### src/ulab_pkg.sv
// Shared constants for the LIN auto-baud receive port.
package ulab_pkg;
  // ==========================================================
  // Register byte offsets
  localparam logic [4:0] OFS_MODE = 5'h00;
  localparam logic [4:0] OFS_STAT = 5'h04;
  localparam logic [4:0] OFS_TXH = 5'h08;
  localparam logic [4:0] OFS_RXH = 5'h0c;
  localparam logic [4:0] OFS_DIV = 5'h10;
  localparam logic [4:0] OFS_IST = 5'h14;
  localparam logic [4:0] OFS_IMSK = 5'h18;
  // ==========================================================
  // Mode register fields
  localparam int MODE_EN = 15;
  localparam int MODE_WAKE = 7;
  localparam int MODE_RATE_ARM = 5;
  localparam int MODE_BRGH = 3;
  localparam logic [15:0] MODE_WMASK = 16'hbbff;
  // ==========================================================
  // Status register fields
  localparam int STAT_TRMT = 8;
  localparam int STAT_RIDLE = 4;
  localparam int STAT_FRAME_ERR = 2;
  localparam int STAT_OERR = 1;
  localparam int STAT_RXDA = 0;
  // ==========================================================
  // Interrupt status bits
  localparam int IRQ_RX = 0;
  localparam int IRQ_FRAME_ERR = 1;
  localparam int IRQ_ABD = 2;
  localparam int IRQ_W = 3;
  // ==========================================================
  // Reset values
  localparam logic [15:0] RST_MODE = 16'h0000;
  localparam logic [15:0] RST_STAT = 16'h0110;
  localparam logic [15:0] RST_RXH = 16'h0000;
  localparam logic [15:0] RST_DIV = 16'h0000;
  // ==========================================================
  // Synch field and measurement
  localparam logic [7:0] SYNCH_VALUE = 8'h55;
  localparam logic [2:0] SYNCH_RISES = 3'h5;
  localparam int SHIFT_LO = 7;
  localparam int SHIFT_HI = 5;
  localparam int OVS_LO = 4;
  localparam int OVS_HI = 2;
  localparam logic [2:0] LAST_BIT = 3'h7;
endpackage : ulab_pkg

### src/ulab_rx.sv
// LIN auto-baud receive port with Avalon-MM register slave.
// ==========================================================
// Functional notes
// RL1: Each received LIN byte goes to receive holding.
// RL2: Wake before measure arm skips break measurement.
// RL3: Break accepted, low stop sets framing error.
// RL4: After bad stop wait for high first.
// RL5: Hardware clears wake arm on valid stop; here it clears when the line goes high after a low stop.
// RL6: Fifth synch rising edge loads measured divisor.
// RL7: Measure arm cleared when divisor loaded.
// RL8: Without wake, delimiter counts as first edge.
// RL9: Software preloads divisor near expected rate.
// RL10: Unimplemented bits read zero; unknowns unreliable.
// RL11: Synch byte is 0x55, alternating transitions.
// RL12: Master sends start, twelve zeros, delimiter.
// RL13: Count clocks edge one to five, scale.
//
// Implementation choices: the Avalon-MM slave port and the address map.
`timescale 1ns/10ps
module ulab_rx (
  input wire logic clk_sys,
  input wire logic rst,
  input wire logic [4:0] avs_address,
  input wire logic avs_read,
  input wire logic avs_write,
  input wire logic [31:0] avs_writedata,
  input wire logic [3:0] avs_byteenable,
  output logic [31:0] avs_readdata,
  output logic avs_waitrequest,
  input wire logic rx_line,
  output logic irq
);
  typedef enum logic [2:0] {RX_IDLE, RX_START, RX_DATA, RX_STOP, RX_WAITHI} ulab_rx_e;

  // ==========================================================
  // Bus slave
  logic [15:0] mode_r;
  localparam int IRQ_W_LEN = ulab_pkg::IRQ_W;
  logic [15:0] div_r;
  logic [7:0] rxh_r;
  logic rxda_r;
  logic oerr_r;
  logic frame_err_r;
  logic [IRQ_W_LEN-1:0] ist_r;
  logic [IRQ_W_LEN-1:0] imsk_r;
  logic req;
  logic acc;
  logic wr_acc;
  logic rd_acc;
  logic [15:0] wd;
  logic [15:0] rd_nxt;
  ulab_rx_e st_r;

  assign req = avs_read | avs_write;
  assign acc = req & ~avs_waitrequest;
  assign wr_acc = avs_write & ~avs_waitrequest;
  assign rd_acc = avs_read & ~avs_waitrequest;
  assign wd = avs_writedata[15:0];

  always_ff @(posedge clk_sys) begin
    if (rst) begin
      avs_waitrequest <= 1'b1;
    end else begin
      avs_waitrequest <= ~(req & avs_waitrequest);
    end
  end

  always_comb begin
    rd_nxt = 16'h0000;
    case (avs_address)
      ulab_pkg::OFS_MODE: rd_nxt = mode_r & ulab_pkg::MODE_WMASK; // [RL10]
      ulab_pkg::OFS_STAT: begin
        rd_nxt[ulab_pkg::STAT_TRMT] = 1'b1;
        rd_nxt[ulab_pkg::STAT_RIDLE] = (st_r == RX_IDLE);
        rd_nxt[ulab_pkg::STAT_FRAME_ERR] = frame_err_r;
        rd_nxt[ulab_pkg::STAT_OERR] = oerr_r;
        rd_nxt[ulab_pkg::STAT_RXDA] = rxda_r;
      end
      ulab_pkg::OFS_RXH: rd_nxt = {8'h00, rxh_r}; // [RL10]
      ulab_pkg::OFS_DIV: rd_nxt = div_r;
      ulab_pkg::OFS_IST: rd_nxt = {13'h0000, ist_r};
      ulab_pkg::OFS_IMSK: rd_nxt = {13'h0000, imsk_r};
      default: rd_nxt = 16'h0000;
    endcase
  end

  always_ff @(posedge clk_sys) begin
    if (rst) begin
      avs_readdata <= 32'h0000_0000;
    end else if (avs_read & avs_waitrequest) begin
      avs_readdata <= {16'h0000, rd_nxt};
    end
  end

  // ==========================================================
  // Line synchroniser
  logic rx_s1;
  logic rx_s2;
  logic rx_d;
  logic rise;

  always_ff @(posedge clk_sys) begin
    if (rst) begin
      rx_s1 <= 1'b1;
      rx_s2 <= 1'b1;
      rx_d <= 1'b1;
    end else begin
      rx_s1 <= rx_line;
      rx_s2 <= rx_s1;
      rx_d <= rx_s2;
    end
  end
  assign rise = rx_s2 & ~rx_d;

  // ==========================================================
  // Rate measurement
  logic ab_run;
  logic [2:0] ab_edges_r;
  logic [23:0] ab_cnt_r;
  logic ab_load;
  logic [23:0] ab_scaled;

  // Measuring is held off while the wake arm waits for the break.
  assign ab_run = mode_r[ulab_pkg::MODE_RATE_ARM] & ~mode_r[ulab_pkg::MODE_WAKE]; // [RL2] [RL8]
  // Edges one to five of the synch byte span eight bit times.
  assign ab_load = ab_run & rise & (ab_edges_r == ulab_pkg::SYNCH_RISES - 3'h1); // [RL6] [RL11]
  assign ab_scaled = mode_r[ulab_pkg::MODE_BRGH] ? (ab_cnt_r >> ulab_pkg::SHIFT_HI)
                                                 : (ab_cnt_r >> ulab_pkg::SHIFT_LO); // [RL13]

  always_ff @(posedge clk_sys) begin
    if (rst || !ab_run) begin
      ab_edges_r <= 3'h0;
      ab_cnt_r <= 24'h000000;
    end else if (rise) begin
      ab_edges_r <= ab_load ? 3'h0 : ab_edges_r + 3'h1; // [RL8]
      // Only edge one restarts the count, otherwise just the last bit pair is measured.
      ab_cnt_r <= (ab_edges_r == 3'h0) ? 24'h000001 : ab_cnt_r + 24'h000001; // [RL13]
    end else if (ab_edges_r != 3'h0) begin
      ab_cnt_r <= ab_cnt_r + 24'h000001; // [RL13]
    end
  end

  // ==========================================================
  // Receiver
  logic [20:0] bit_len;
  logic [20:0] cnt_r;
  logic [2:0] nbit_r;
  logic [7:0] sh_r;
  logic got_byte;
  logic bad_stop;
  logic wake_clr;

  assign bit_len = mode_r[ulab_pkg::MODE_BRGH]
    ? ({5'h00, div_r} + 21'h000001) << ulab_pkg::OVS_HI
    : ({5'h00, div_r} + 21'h000001) << ulab_pkg::OVS_LO;
  assign got_byte = (st_r == RX_STOP) && (cnt_r == 21'h000000); // [RL1] [RL3]
  assign bad_stop = got_byte & ~rx_s2; // [RL3]
  assign wake_clr = (st_r == RX_WAITHI) & rx_s2 & mode_r[ulab_pkg::MODE_WAKE]; // [RL5]

  always_ff @(posedge clk_sys) begin
    if (rst) begin
      st_r <= RX_IDLE;
      cnt_r <= 21'h000000;
      nbit_r <= 3'h0;
      sh_r <= 8'h00;
    end else begin
      cnt_r <= (cnt_r == 21'h000000) ? 21'h000000 : cnt_r - 21'h000001;
      case (st_r)
        RX_IDLE: begin
          if (!rx_s2 && mode_r[ulab_pkg::MODE_EN] && !ab_run) begin
            st_r <= RX_START;
            // Loads are one short because the zero cycle itself ends the span.
            cnt_r <= (bit_len >> 1) - 21'h000001;
          end
        end
        RX_START: begin
          if (cnt_r == 21'h000000) begin
            st_r <= rx_s2 ? RX_IDLE : RX_DATA;
            cnt_r <= bit_len - 21'h000001;
            nbit_r <= 3'h0;
          end
        end
        RX_DATA: begin
          if (cnt_r == 21'h000000) begin
            sh_r <= {rx_s2, sh_r[7:1]};
            nbit_r <= nbit_r + 3'h1;
            cnt_r <= bit_len - 21'h000001;
            if (nbit_r == ulab_pkg::LAST_BIT) begin
              st_r <= RX_STOP;
            end
          end
        end
        RX_STOP: begin
          if (cnt_r == 21'h000000) begin
            st_r <= rx_s2 ? RX_IDLE : RX_WAITHI; // [RL4]
          end
        end
        RX_WAITHI: begin
          if (rx_s2) begin
            st_r <= RX_IDLE; // [RL4]
          end
        end
        default: st_r <= RX_IDLE;
      endcase
    end
  end

  // ==========================================================
  // Registers written by software and hardware
  always_ff @(posedge clk_sys) begin
    if (rst) begin
      mode_r <= ulab_pkg::RST_MODE;
    end else begin
      if (wr_acc && avs_address == ulab_pkg::OFS_MODE && avs_byteenable[1:0] == 2'b11) begin
        mode_r <= wd & ulab_pkg::MODE_WMASK;
      end
      // Hardware clears win over a simultaneous software write.
      if (wake_clr) begin
        mode_r[ulab_pkg::MODE_WAKE] <= 1'b0; // [RL5]
      end
      if (ab_load) begin
        mode_r[ulab_pkg::MODE_RATE_ARM] <= 1'b0; // [RL7]
      end
    end
  end

  always_ff @(posedge clk_sys) begin
    if (rst) begin
      div_r <= ulab_pkg::RST_DIV;
    end else if (ab_load) begin
      div_r <= ab_scaled[15:0] - 16'h0001; // [RL6] [RL7]
    end else if (wr_acc && avs_address == ulab_pkg::OFS_DIV && avs_byteenable[1:0] == 2'b11) begin
      div_r <= wd; // [RL9]
    end
  end

  always_ff @(posedge clk_sys) begin
    if (rst) begin
      rxh_r <= ulab_pkg::RST_RXH[7:0];
      rxda_r <= 1'b0;
      oerr_r <= 1'b0;
      frame_err_r <= 1'b0;
    end else begin
      if (rd_acc && avs_address == ulab_pkg::OFS_RXH) begin
        rxda_r <= 1'b0;
      end
      if (wr_acc && avs_address == ulab_pkg::OFS_STAT && !wd[ulab_pkg::STAT_OERR]) begin
        oerr_r <= 1'b0;
      end
      if (got_byte) begin
        rxh_r <= sh_r; // [RL1]
        rxda_r <= 1'b1;
        frame_err_r <= bad_stop; // [RL3]
        if (rxda_r) begin
          oerr_r <= 1'b1;
        end
      end
    end
  end

  // ==========================================================
  // Interrupts
  logic [IRQ_W_LEN-1:0] ev;
  assign ev = {ab_load, bad_stop, got_byte};

  always_ff @(posedge clk_sys) begin
    if (rst) begin
      ist_r <= '0;
      imsk_r <= '0;
      irq <= 1'b0;
    end else begin
      // A new event wins over a write-one clear in the same cycle.
      if (wr_acc && avs_address == ulab_pkg::OFS_IST) begin
        ist_r <= (ist_r & ~wd[IRQ_W_LEN-1:0]) | ev;
      end else begin
        ist_r <= ist_r | ev;
      end
      if (wr_acc && avs_address == ulab_pkg::OFS_IMSK) begin
        imsk_r <= wd[IRQ_W_LEN-1:0];
      end
      irq <= |(ist_r & imsk_r);
    end
  end

  // ==========================================================
  // Checks
  a_break_frame_err: assert property (@(posedge clk_sys) disable iff (rst) // [RL3]
    bad_stop |=> frame_err_r && st_r == RX_WAITHI)
    else $error("break did not set framing error");
  a_wait_high: assert property (@(posedge clk_sys) disable iff (rst) // [RL4]
    st_r == RX_WAITHI && !rx_s2 |=> st_r == RX_WAITHI) else $error("left wait before high");
  a_wake_clear: assert property (@(posedge clk_sys) disable iff (rst) // [RL5]
    wake_clr |=> !mode_r[ulab_pkg::MODE_WAKE]) else $error("wake arm not cleared");
  a_div_load: assert property (@(posedge clk_sys) disable iff (rst) // [RL6]
    ab_load |=> div_r == $past(ab_scaled[15:0]) - 16'h0001) else $error("divisor not loaded");
  a_rate_arm_clear: assert property (@(posedge clk_sys) disable iff (rst) // [RL7]
    $fell(mode_r[ulab_pkg::MODE_RATE_ARM]) && !$past(wr_acc) |-> $past(ab_load))
    else $error("measure arm cleared without load");
  a_wake_blocks: assert property (@(posedge clk_sys) disable iff (rst) // [RL2]
    mode_r[ulab_pkg::MODE_WAKE] |-> ab_edges_r == 3'h0) else $error("measured during break");
  a_rx_byte: assert property (@(posedge clk_sys) disable iff (rst) // [RL1]
    got_byte |=> rxda_r && rxh_r == $past(sh_r)) else $error("byte not stored");
  a_zero_read: assert property (@(posedge clk_sys) disable iff (rst) // [RL10]
    avs_read && !avs_waitrequest && avs_address == ulab_pkg::OFS_RXH |-> avs_readdata[31:8] == 24'h0)
    else $error("unimplemented bits not zero");
  a_bus_answer: assert property (@(posedge clk_sys) disable iff (rst)
    req && avs_waitrequest |=> !avs_waitrequest ##1 avs_waitrequest) else $error("bus answer late");
  a_irq_level: assert property (@(posedge clk_sys) disable iff (rst)
    |(ist_r & imsk_r) |=> irq) else $error("interrupt not raised");
endmodule : ulab_rx

### config.mk
export PLATFORM = sky130hd
export DESIGN_NAME = ulab_rx
export DESIGN_NICKNAME = d
export VERILOG_FILES = /design/src/ulab_pkg.sv /design/src/ulab_rx.sv
export SDC_FILE = /design/constraint.sdc
export NUM_CORES = 1
export LEC_CHECK = 0
export CORE_AREA = 2 2 181 183
export DETAILED_ROUTE_END_ITERATION = 10
export DIE_AREA = 0 0 183 185
export DONT_BUFFER_PORTS = 1
export HOLD_SLACK_MARGIN = 0.05
export PLACE_DENSITY = 0.49
export SLEW_MARGIN = 0
export SYNTH_ARGS = -nofsm -noshare
export SYNTH_HDL_FRONTEND = slang
export SYNTH_SLANG_ARGS = --single-unit
### constraint.sdc
create_clock -name clk_sys -period 3 [get_ports clk_sys]
set_input_delay 0.45 -clock clk_sys [delete_from_list [all_inputs] [get_ports clk_sys]]
set_output_delay 0.45 -clock clk_sys [all_outputs]
set_load 0.1 [all_outputs]
==> results.tsv, run 1 <==
stage	metric	value	unit
power	power_frac_comb	18.9	%
cells_and_area	final_common_cell	nor2_1	
yosys	synth_compound_area_share	16.4	%
placed_design	hpwl	16200	microns
setup_path	slowest_stage	dfxtp_1	
timing	fin_skew	0.0163	ns
die	die_y	185	microns
cts	postCtsHoldBufs	0	
drt	drt_iter0_markers	485	
timing	finalMaxSlewViolations	0	
yosys	synthArstFlopShare	0	%
setup_path	startpoint	div_r[10]	
setup_path	cp_top_family	simple AND/OR/NAND/NOR gates	
yosys	ys_types	79	
timing	fin_setup_tns	0	ns
global_routing	grtUsageTotal	13.4	%
cells_and_area	layout_common_cells	nor2_1 (138), dfxtp_1 (127), nand2_1 (91), a21oi_1 (67), mux2i_1 (63)	
drt	ant_nets	0	
yosys	ys.flop_type	dfxtp_1	
power	pwr-share-seq	36.6	%
yosys	synth_top_family_by_area	simple AND/OR/NAND/NOR gates	
yosys	muxShareOfSynthArea	8.89	%
setup_path	cp_data_required_time	3.37	ns
power	intPower	3.73	mW
global_routing	antenna_found_initial	1	
timing	fin_hold_ws	0.0792	ns
placed_design	io_buffers	0	
cts	htreeDepth	4	
cells_and_area	drive_above_1_share	10.7	%
setup_path	rrSetupSlack	0.21	ns
cts	clock_tree.buffer_depth	2	
cts	tritoncts	yes	
yosys	ys_seq_area_share	32.9	%
yosys	ys_ff_latch	129	
drt	dr.pass1.iters	5	
die	fp-row-count	66	
setup_path	worst-path-buf-inv	0	
timing	fin_ws	0.207	ns
die	die_x	183	microns
power	pwr-share-clk	44.6	%
yosys	synth-warning-count	0	
drt	vias	6854	
drt	viasPerCell	4.91	
yosys	syn_area_per_cell	7.87	sq um
timing	slew_headroom	28.9	%
power	power	5.34	mW
setup_path	crit_type	reg -> reg	
placed_design	dpl_worst_slack	0.149	ns
cts	clk_pin_slew	0.07	ns
power	power_switching	1.61	mW
yosys	synthesis.instances	997	
cts	post_cts_buffers	0	
cells_and_area	n_fill_cell	3459	
global_routing	grt_max_degree	100	
setup_path	path_cells	nand4_4 -> nor4_4 -> mux2i_1 -> a22o_1 -> nand4bb_1 -> or4_1 -> a21oi_2 -> o21ai_0 -> a31oi_1	
cts	worstSkewPairLatency	0.44	ns
drt	drt_wl_total	22200	microns
power	ir_worst_vdd	0.292	mV
global_routing	grt_pass1_wl	35800	microns
setup_path	start_kind	register	
yosys	synth_edf_count	0	
setup_path	slowest_delay	0.54	ns
setup_path	critPathCaptureType	register	
die	coreArea	32000	sq um
drt	wl_per_cell	15.9	microns
die	io_pins	80	
yosys	synth_area	7850	sq um
timing	fmax	0.358	GHz
cts	cts_buffers	17	
power	switching_share	30.2	%
yosys	synth-simple-area-share	28.1	%
status	outcome	completed	
global_routing	grt_pass1_vias	6491	
timing	fin_crit_sh	93.1	%
power	leakage	3.17	nW
die	initial_core_util	24.5	%
setup_path	path_depth	9	
setup_path	cp.arrival	3.16	ns
global_routing	grt_overflow	0	
timing	rsz0062_at_grt	false	
cts	cts.sinks	129	
drt	drc	0	
timing	worst_pin_slew	1.07	ns
die	fp.dieArea	33900	sq um
setup_path	r2r-start	div_r[10]	
setup_path	rr_worst_depth	9	
power	p_per_area	597	nW/um^2
yosys	synthAdderAreaFrac	1.59	%
yosys	synth_xor_area_share	6.02	%
timing	hold_viol_final	0	
cts	post_cts_resize_count	0	
placed_design	gp_congestion	0.798	
cells_and_area	finalNetCount	1032	
timing	setup_viol	0	
setup_path	worst-path-max-fanout	8	
setup_path	worstSetupEndpoint	cnt_r[18]	
cells_and_area	diodes	0	
setup_path	r2r_end	cnt_r[18]	
timing	finalCriticalPeriod	2.79	ns
job	maxCapViolations	0	
cts	root_buffer	clkbuf_16	
min_path	worstHoldPathType	in -> reg	
cells_and_area	area_delta_synth_final	13.9	%
-- cells in the mapped netlist (3+ instances only) --
| master | instances | area [sq um] |
|---|---|---|
| a21oi_1 | 67 | 335 |
| or2_1 | 3 | 18.8 |
| dfxtp_1 | 129 | 2580 |
| buf_4 | 18 | 135 |
| mux2_2 | 6 | 67.6 |
| and2_1 | 4 | 25.0 |
| or2_2 | 6 | 37.5 |
| nor2b_1 | 5 | 31.3 |
| inv_1 | 12 | 45.0 |
| o21ai_1 | 5 | 25.0 |
| a221oi_1 | 14 | 123 |
| nand3b_1 | 4 | 30.0 |
| nor4_1 | 5 | 31.3 |
| o21ai_0 | 27 | 135 |
| mux2i_1 | 63 | 631 |
| and3_1 | 16 | 100 |
| nand4_1 | 15 | 93.8 |
| xnor2_1 | 31 | 272 |
| and4_1 | 4 | 35.0 |
| xor2_1 | 23 | 201 |
| a31oi_1 | 5 | 31.3 |
| ha_1 | 10 | 125 |
| or3_1 | 12 | 75.1 |
| a211oi_1 | 23 | 173 |
| buf_2 | 13 | 65.1 |
| nand2b_1 | 11 | 68.8 |
| or4_1 | 3 | 22.5 |
| o31ai_1 | 5 | 37.5 |
| nand2_1 | 91 | 342 |
| nor3b_1 | 6 | 45.0 |
| nand3_1 | 47 | 235 |
| clkbuf_1 | 55 | 206 |
| nor2_1 | 138 | 518 |
| nor3_2 | 3 | 30.0 |
| a22oi_1 | 12 | 90.1 |
| nor3_1 | 43 | 215 |
| o21a_1 | 7 | 52.6 |
-- worst min-delay path by stage --
| stage | startpoint | endpoint | cells after the start |
|---|---|---|---|
| CTS | rst | cnt_r[17] | 1 |
| detailed placement | rx_s1 | rx_s2 | 1 |
| global placement | rx_s1 | rx_s2 | 1 |
| finish | rst | cnt_r[13] | 1 |
| floorplan | rx_s1 | rx_s2 | 1 |
| global route | rst | cnt_r[0] | 1 |
-- power by group through the flow --
stage	Combinational (mW)	Clock (mW)	Sequential, mW
after floorplan	0.861	0	1.98
after global placement	0.998	0	1.99
after detailed placement	0.997	0	1.99
after CTS	1.01	2.42	1.95
after global routing	1.14	2.49	1.97
final	1.01	2.38	1.95
-- registers in the layout, summed over array words and instances (netlist names), 3 cells and up --
signal,count
nbit_r,3
rxh_r,8
ab_edges_r,3
imsk_r,3
div_r,16
avs_readdata,16
st_r,3
cnt_r,21
sh_r,8
ist_r,3
mode_r,14
ab_cnt_r,23
-- kinds of logic (layout without fill, tap and decap cells) --
kind of cell               after synthesis  in the layout
AOI/OAI and AO/OA                      197            197
DFF                                    129            129
and+or+nand+nor                        435            435
xor gates and xnor gates                54             54
other                                    1             16
muxes                                   69             69
buffers and inverters                  102             79
adders and majority gates               10             10
-- routing by layer --
layer | vias up | share of wire (%) | GRT usage [%]
met5 | - | 0.072 | 0
met4 | 2 | 1.4 | 4.06
met3 | 21 | 4.2 | 2.99
met2 | 106 | 46 | 21.9
met1 | 3230 | 48 | 17.7
li1 | 3495 | - | -
-- final cells by class --
cell class | count | area (sq um) | area share, %
inverters | 13 | 48.8 | 0.546
clock buffers | 18 | 439 | 4.91
multi-input cells | 781 | 4880 | 54.6
flip-flops and latches | 129 | 2580 | 28.9
repair buffers | 34 | 255 | 2.85
well taps | 408 | 510 | 5.71
clock inverters | 14 | 225 | 2.52
-- metrics by stage --
stage,utilization [%],area [sq um],std cells
6_report,27.9,8940,1397
5_1_grt,27.9,8940,1397
4_1_cts,27.9,8930,1397
3_5_place_dp,25.8,8270,1365
3_3_place_gp,25.8,8270,1365
2_1_floorplan,-,7910,1012
Power figures use the tool's default switching activity.
==> run 2, diff against run 1 <==
--- a/config.mk
+++ b/config.mk
@@ -5,9 +5,9 @@
 export SDC_FILE = /design/constraint.sdc
 export NUM_CORES = 1
 export LEC_CHECK = 0
-export CORE_AREA = 2 2 181 183
+export CORE_AREA = 2 2 208 159
 export DETAILED_ROUTE_END_ITERATION = 10
-export DIE_AREA = 0 0 183 185
+export DIE_AREA = 0 0 210 161
 export DONT_BUFFER_PORTS = 1
 export HOLD_SLACK_MARGIN = 0.05
 export PLACE_DENSITY = 0.49
==> run 2 against run 1 <==
Compared with the run above:
- flip-flop and latch count stayed put
- core utilization up 0.055 points
- clock-buffer cell count is 1 lower
- largest cell class unchanged
- total power decreased by 6.2%
- sequential power about the same
- clock power shrank 14%
- critical path depth did not move
- via count grew 1.6%
- wire length increased by 0.72%
- highest routed layer is now met4
==> results.tsv, run 2 (synthesis gave the netlist of run 1 again) <==
stage	metric	value	unit	change
status	outcome	completed		unchanged
setup_path	cp_data_required_time	3.36	ns	was 3.37 ns
global_routing	grt_pass1_vias	6438		was 6491
timing	fin_crit_sh	93.9	%	was 93.1%
cts	tritoncts	yes		unchanged
cells_and_area	largest_reg_flops	23		unchanged
cells_and_area	finalNetCount	1036		was 1032
drt	vias	6961		was 6854
drt	ant_nets	0		unchanged
timing	fmax	0.355	GHz	was 0.358 GHz
job	maxCapViolations	0		unchanged
min_path	worstHoldPathType	in -> reg		unchanged
global_routing	grtUsageTotal	13.5	%	was 13.4%
timing	slew_headroom	33.1	%	was 28.9%
global_routing	grt_max_degree	100		unchanged
drt	viasPerCell	4.95		was 4.91
cells_and_area	reg.largest.list	ab_cnt_r x23, cnt_r x21		unchanged
die	coreArea	31900	sq um	was 32000 sq um
timing	finalMaxSlewViolations	0		unchanged
power	ir_worst_vdd	0.352	mV	was 0.292 mV
placed_design	dpl_worst_slack	0.139	ns	was 0.149 ns
drt	drt_wl_total	22300	microns	was 22200 microns
timing	finalCriticalPeriod	2.82	ns	was 2.79 ns
drt	wl_per_cell	15.9	microns	about the same
setup_path	crit_type	reg -> reg		unchanged
die	fp.dieArea	33800	sq um	was 33900 sq um
placed_design	hpwl	16200	microns	about the same
drt	drc	0		unchanged
timing	worst_pin_slew	1.00	ns	was 1.07 ns
setup_path	worst-path-max-fanout	9		was 8
drt	dr.pass1.iters	5		unchanged
timing	fin_ws	0.184	ns	was 0.207 ns
timing	setup_viol	0		unchanged
cts	post_cts_buffers	0		unchanged
setup_path	critPathCaptureType	register		unchanged
global_routing	antenna_found_initial	0		was 1
drt	drt_iter0_markers	605		was 485
setup_path	cp.arrival	3.17	ns	was 3.16 ns
die	die_y	161	microns	was 185 microns
cells_and_area	layout_common_cells	nor2_1 (138), dfxtp_1 (126), nand2_1 (91), a21oi_1 (67), mux2i_1 (63)		was nor2_1 (138), dfxtp_1 (127), nand2_1 (91), a21oi_1 (67), mux2i_1 (63)
timing	fin_skew	0.0126	ns	was 0.0163 ns
placed_design	dp.cells	1374		was 1365
timing	rsz0062_at_grt	true		was false
global_routing	grt_pass1_wl	36100	microns	was 35800 microns
cts	root_buffer	clkbuf_16		unchanged
timing	hold_viol_final	0		unchanged
cts	clock_tree.buffer_depth	2		unchanged
cells_and_area	stdcell_count	1406		was 1397
setup_path	rrSetupSlack	0.18	ns	was 0.21 ns
die	io_pins	80		unchanged
cells_and_area	final_common_cell	nor2_1		unchanged
cts	clk_pin_slew	0.06	ns	was 0.07 ns
cts	htreeDepth	4		unchanged
cts	cts_buffers	17		unchanged
cells_and_area	drive_above_1_share	11.2	%	was 10.7%
global_routing	grt_overflow	0		unchanged
placed_design	gp_congestion	0.818		was 0.798
cts	worstSkewPairLatency	0.43	ns	was 0.44 ns
power	p_per_area	562	nW/um^2	was 597 nW/um^2
cells_and_area	largest_register	ab_cnt_r		unchanged
cts	cts.sinks	129		unchanged
die	fp-row-count	57		was 66
power	leakage	3.17	nW	about the same
die	initial_core_util	24.6	%	was 24.5%
setup_path	start_kind	register		unchanged
cells_and_area	area_delta_synth_final	13.6	%	was 13.9%
die	die_x	210	microns	was 183 microns
cells_and_area	diodes	0		unchanged
placed_design	io_buffers	0		unchanged
==> run 2: final timing paths <==
check	from	endpoint	cells past startpoint
min	rst	cnt_r[20]	1
max	div_r[12]	cnt_r[18]	9
min reg2reg	rx_s1	rx_s2	1
max reg2reg	div_r[12]	cnt_r[18]	9
==> run 2: critical path: stages (launching register included) <==
cell and delay [ns]:
dfxtp_1 0.64, nand2_1 0.20, nor4_4 0.30, mux2i_1 0.15
a22o_1 0.30, nand4bb_1 0.27, or4_1 0.46, a21oi_2 0.16
o21ai_0 0.11, a31oi_1 0.16
==> run 2: per-layer routing <==
layer | track usage (%) | wire length (microns) | vias to the layer above
met4 | 2.90 | 131 | 0
met2 | 18.6 | 9050 | 130
met5 | 0 | 0 | -
met1 | 20.2 | 11900 | 3317
li1 | - | - | 3499
met3 | 4.08 | 1260 | 15
==> run 2: power breakdown <==
group / switching, mW / internal [mW]
registers: 0.140 / 1.82
logic: 0.599 / 0.399
clock network: 0.892 / 1.16
total: 1.63 / 3.38
==> run 2: final cells by class <==
type                    count  area [sq um]
repair buffers             38           298
clock buffers              17           425
well taps                 413           517
flip-flops and latches    129          2590
inverters                  13          48.8
clock inverters            15           149
multi-input cells         781          4890
fillers                  3449         23000
==> run 2: what timing repair did <==
action                                  in CTS  in global routing
hold endpoints to repair                     0                  0
hold buffers                                 0                  0
endpoints found under the setup margin       0                  5
resized for setup                            0                  6
==> run 2: stage by stage <==
stage / utilization, % / setup TNS (ns) / area [sq um] / hold WS (ns) / power (mW)
after detailed placement: 26.1 / 0 / 8320 / 0.394 / 2.99
after global routing: 28.0 / -0.00143 / 8910 / 0.0794 / 5.28
after floorplan: - / 0 / 7910 / 0.389 / 2.84
after CTS: 27.9 / 0 / 8890 / 0.0793 / 5.06
final: 28.0 / 0 / 8910 / 0.110 / 5.01
after global placement: 26.1 / 0 / 8320 / 0.395 / 2.99
==> run 3, diff against run 2 <==
--- a/config.mk
+++ b/config.mk
@@ -11,6 +11,7 @@
 export DONT_BUFFER_PORTS = 1
 export HOLD_SLACK_MARGIN = 0.05
 export PLACE_DENSITY = 0.49
+export SETUP_SLACK_MARGIN = 0.5
 export SLEW_MARGIN = 0
 export SYNTH_ARGS = -nofsm -noshare
 export SYNTH_HDL_FRONTEND = slang
==> run 3 against run 2 <==
Compared with the run above:
- via count up 1.4%
- clock-buffer cell count increased by 1
- worst hold slack improved by 0.0035 ns
- clock power up 16%
- sequential share of layout area shrank 2.0 points
- worst setup slack better by 0.21 ns
- combinational power increased by 8%
- largest cell class unchanged
==> results.tsv, run 3 (synthesis gave the netlist of run 1 again) <==
stage	metric	value	unit	change
status	outcome	completed		unchanged
drt	ant_nets	0		unchanged
global_routing	antenna_found_initial	0		unchanged
global_routing	grt_max_degree	100		unchanged
cells_and_area	post-route-util	30.5	%	was 28.0%
drt	drt_wl_total	23200	microns	was 22300 microns
cells_and_area	final_common_cell	nor2_1		unchanged
drt	wl_per_cell	16.2	microns	was 15.9 microns
cells_and_area	n_fill_cell	3374		was 3449
die	io_pins	80		unchanged
drt	routed-wl-met2	9430	microns	was 9050 microns
setup_path	rr_worst_depth	12		was 9
timing	finalMaxSlewViolations	0		unchanged
cells_and_area	area_delta_synth_final	23.8	%	was 13.6%
die	fp.dieArea	33800	sq um	unchanged
setup_path	r2r_end	cnt_r[16]		was cnt_r[18]
drt	vias	7059		was 6961
min_path	worstHoldEndpoint	cnt_r[4]		was cnt_r[20]
die	coreArea	31900	sq um	unchanged
setup_path	cp_data_required_time	3.32	ns	was 3.36 ns
power	ir_worst_vdd	0.493	mV	was 0.352 mV
cells_and_area	drive_above_1_share	20.1	%	was 11.2%
drt	viasPerCell	4.92		was 4.95
timing	fmax	0.383	GHz	was 0.355 GHz
job	maxCapViolations	0		unchanged
die	fp-row-count	57		unchanged
drt	met1Wirelength	12100	microns	was 11900 microns
setup_path	worst-path-max-fanout	6		was 9
timing	finalCriticalPeriod	2.61	ns	was 2.82 ns
setup_path	cp.arrival	2.93	ns	was 3.17 ns
timing	fin_setup_tns	0	ns	unchanged
cts	tritoncts	yes		unchanged
placed_design	gp_congestion	0.825		was 0.818
drt	drt_iter0_markers	475		was 605
cells_and_area	largest_register	ab_cnt_r		unchanged
cts	worstSkewPairLatency	0.43	ns	about the same
cells_and_area	postLayoutCellArea	9720	sq um	was 8910 sq um
global_routing	grtUsageTotal	13.7	%	was 13.5%
cts	cts_buffers	17		unchanged
global_routing	grt_pass1_wl	36800	microns	was 36100 microns
power	leakage	3.55	nW	was 3.17 nW
die	die_y	161	microns	unchanged
min_path	hold_start	rst		unchanged
cells_and_area	reg.largest.list	ab_cnt_r x23, cnt_r x21		unchanged
cells_and_area	finalNetCount	1066		was 1036
min_path	worstHoldPathType	in -> reg		unchanged
drt	dr.pass1.iters	5		unchanged
cts	root_buffer	clkbuf_16		unchanged
drt	drc	0		unchanged
cts	clock_tree.buffer_depth	2		unchanged
power	p_per_area	557	nW/um^2	was 562 nW/um^2
global_routing	grt_pass1_vias	6687		was 6438
setup_path	slowest_delay	0.39	ns	was 0.64 ns
setup_path	crit_top_cell	buf_4		
cts	clk_pin_slew	0.06	ns	about the same
setup_path	r2r-start	div_r[8]		was div_r[12]
timing	fin_hold_ws	0.113	ns	was 0.110 ns
timing	hold_viol_final	0		unchanged
setup_path	path_cells	buf_4 -> and4_4 -> nand4_1 -> mux2i_1 -> a22o_4 -> buf_6 -> nor4b_4 -> buf_4 -> nand3_4 -> xnor2_4 -> a221oi_2 -> nor2_1		was nand2_1 -> nor4_4 -> mux2i_1 -> a22o_1 -> nand4bb_1 -> or4_1 -> a21oi_2 -> o21ai_0 -> a31oi_1
setup_path	start_kind	register		unchanged
cells_and_area	layout_common_cells	nor2_1 (135), dfxtp_1 (116), nand2_1 (89), a21oi_1 (63)		was nor2_1 (138), dfxtp_1 (126), nand2_1 (91), a21oi_1 (67), mux2i_1 (63)
cts	htreeDepth	4		unchanged
timing	fin_crit_sh	87.0	%	was 93.9%
min_path	holdPathStages	1		unchanged
setup_path	critPathCaptureType	register		unchanged
timing	setup_viol	0		unchanged
setup_path	crit_type	reg -> reg		unchanged
setup_path	slowest_stage	dfxtp_4		was dfxtp_1
placed_design	io_buffers	0		unchanged
setup_path	rrSetupSlack	0.39	ns	was 0.18 ns
die	initial_core_util	24.6	%	unchanged
die	die_x	210	microns	unchanged
timing	worst_pin_slew	1.00	ns	about the same
timing	slew_headroom	32.9	%	was 33.1%
drt	dr_wl_met3	1440	microns	was 1260 microns
drt	routed.top_layer	met4		unchanged
placed_design	postPlaceCellArea	8400	sq um	was 8320 sq um
global_routing	grt_overflow	0		unchanged
cells_and_area	largest_reg_flops	23		unchanged
placed_design	hpwl	16500	microns	was 16200 microns
cells_and_area	diodes	0		unchanged
cts	cts.sinks	129		unchanged
timing	rsz0062_at_grt	true		unchanged
timing	fin_skew	0.0122	ns	was 0.0126 ns
[run 3: changes by cell type in the layout (fill, tap and decap cells not counted), moves of 5 or more]
| cell | change |
|---|---|
| buf_4 | +24 |
| dfxtp_1 | -10 |
| dfxtp_4 | +9 |
| nand3_1 | -6 |
| buf_6 | +5 |
[run 3: worst max path at each step]
stage | start | endpoint | slack (ns) | depth (start not counted)
detailed placement | div_r[8] | cnt_r[18] | 0.13 | 10
finish | div_r[8] | cnt_r[16] | 0.39 | 12
global route | div_r[1] | cnt_r[16] | 0.24 | 12
floorplan | mode_r[3] | cnt_r[19] | 0.32 | 14
global placement | div_r[8] | cnt_r[18] | 0.15 | 10
CTS | div_r[0] | cnt_r[16] | 0.40 | 12
[run 3: worst max-delay path, delay by kind of cell, from the launching register on]
kind / cells / cell delay, ns
AO/OA/AOI/OAI: 2 / 0.53
buffers and inverters: 3 / 0.46
AND/OR/NAND/NOR: 5 / 0.77
flip-flops: 1 / 0.39
multiplexers: 1 / 0.19
XOR/XNOR: 1 / 0.16
[run 3: final cells by class]
class,instances,area [sq um],share of cell area [%]
well taps,413,517,5.32
clock inverters,14,225,2.32
flip-flops and latches,129,2620,27.0
multi-input cells,781,5310,54.6
clock buffers,18,439,4.52
inverters,13,51.3,0.528
repair buffers,68,554,5.70
[run 3: per-layer routing]
metal,global-route usage (%),up-vias
met1,20.2,3357
met2,19.1,122
li1,-,3563
met4,3.45,0
met3,4.26,17
met5,0,-
[run 3: stage by stage]
stage	power, mW	cells	setup slack [ns]
floorplan	2.84	1012	0.325
global placement	3.01	1375	0.146
detailed placement	3.01	1375	0.127
CTS	5.42	1422	0.401
global route	5.68	1436	0.237
finish	5.41	1436	0.390
[run 3: repair_timing]
action	4_1_cts	5_1_grt
pin swaps	20	17
endpoints found under the setup margin	17	50
hold buffers	0	0
setup buffers	15	14
resized for setup	52	40
[run 3: power breakdown]
| group | internal [mW] | switching (mW) |
|---|---|---|
| sequential | 1.81 | 0.140 |
| combinational | 0.443 | 0.635 |
| clock | 1.51 | 0.871 |
| total | 3.76 | 1.65 |
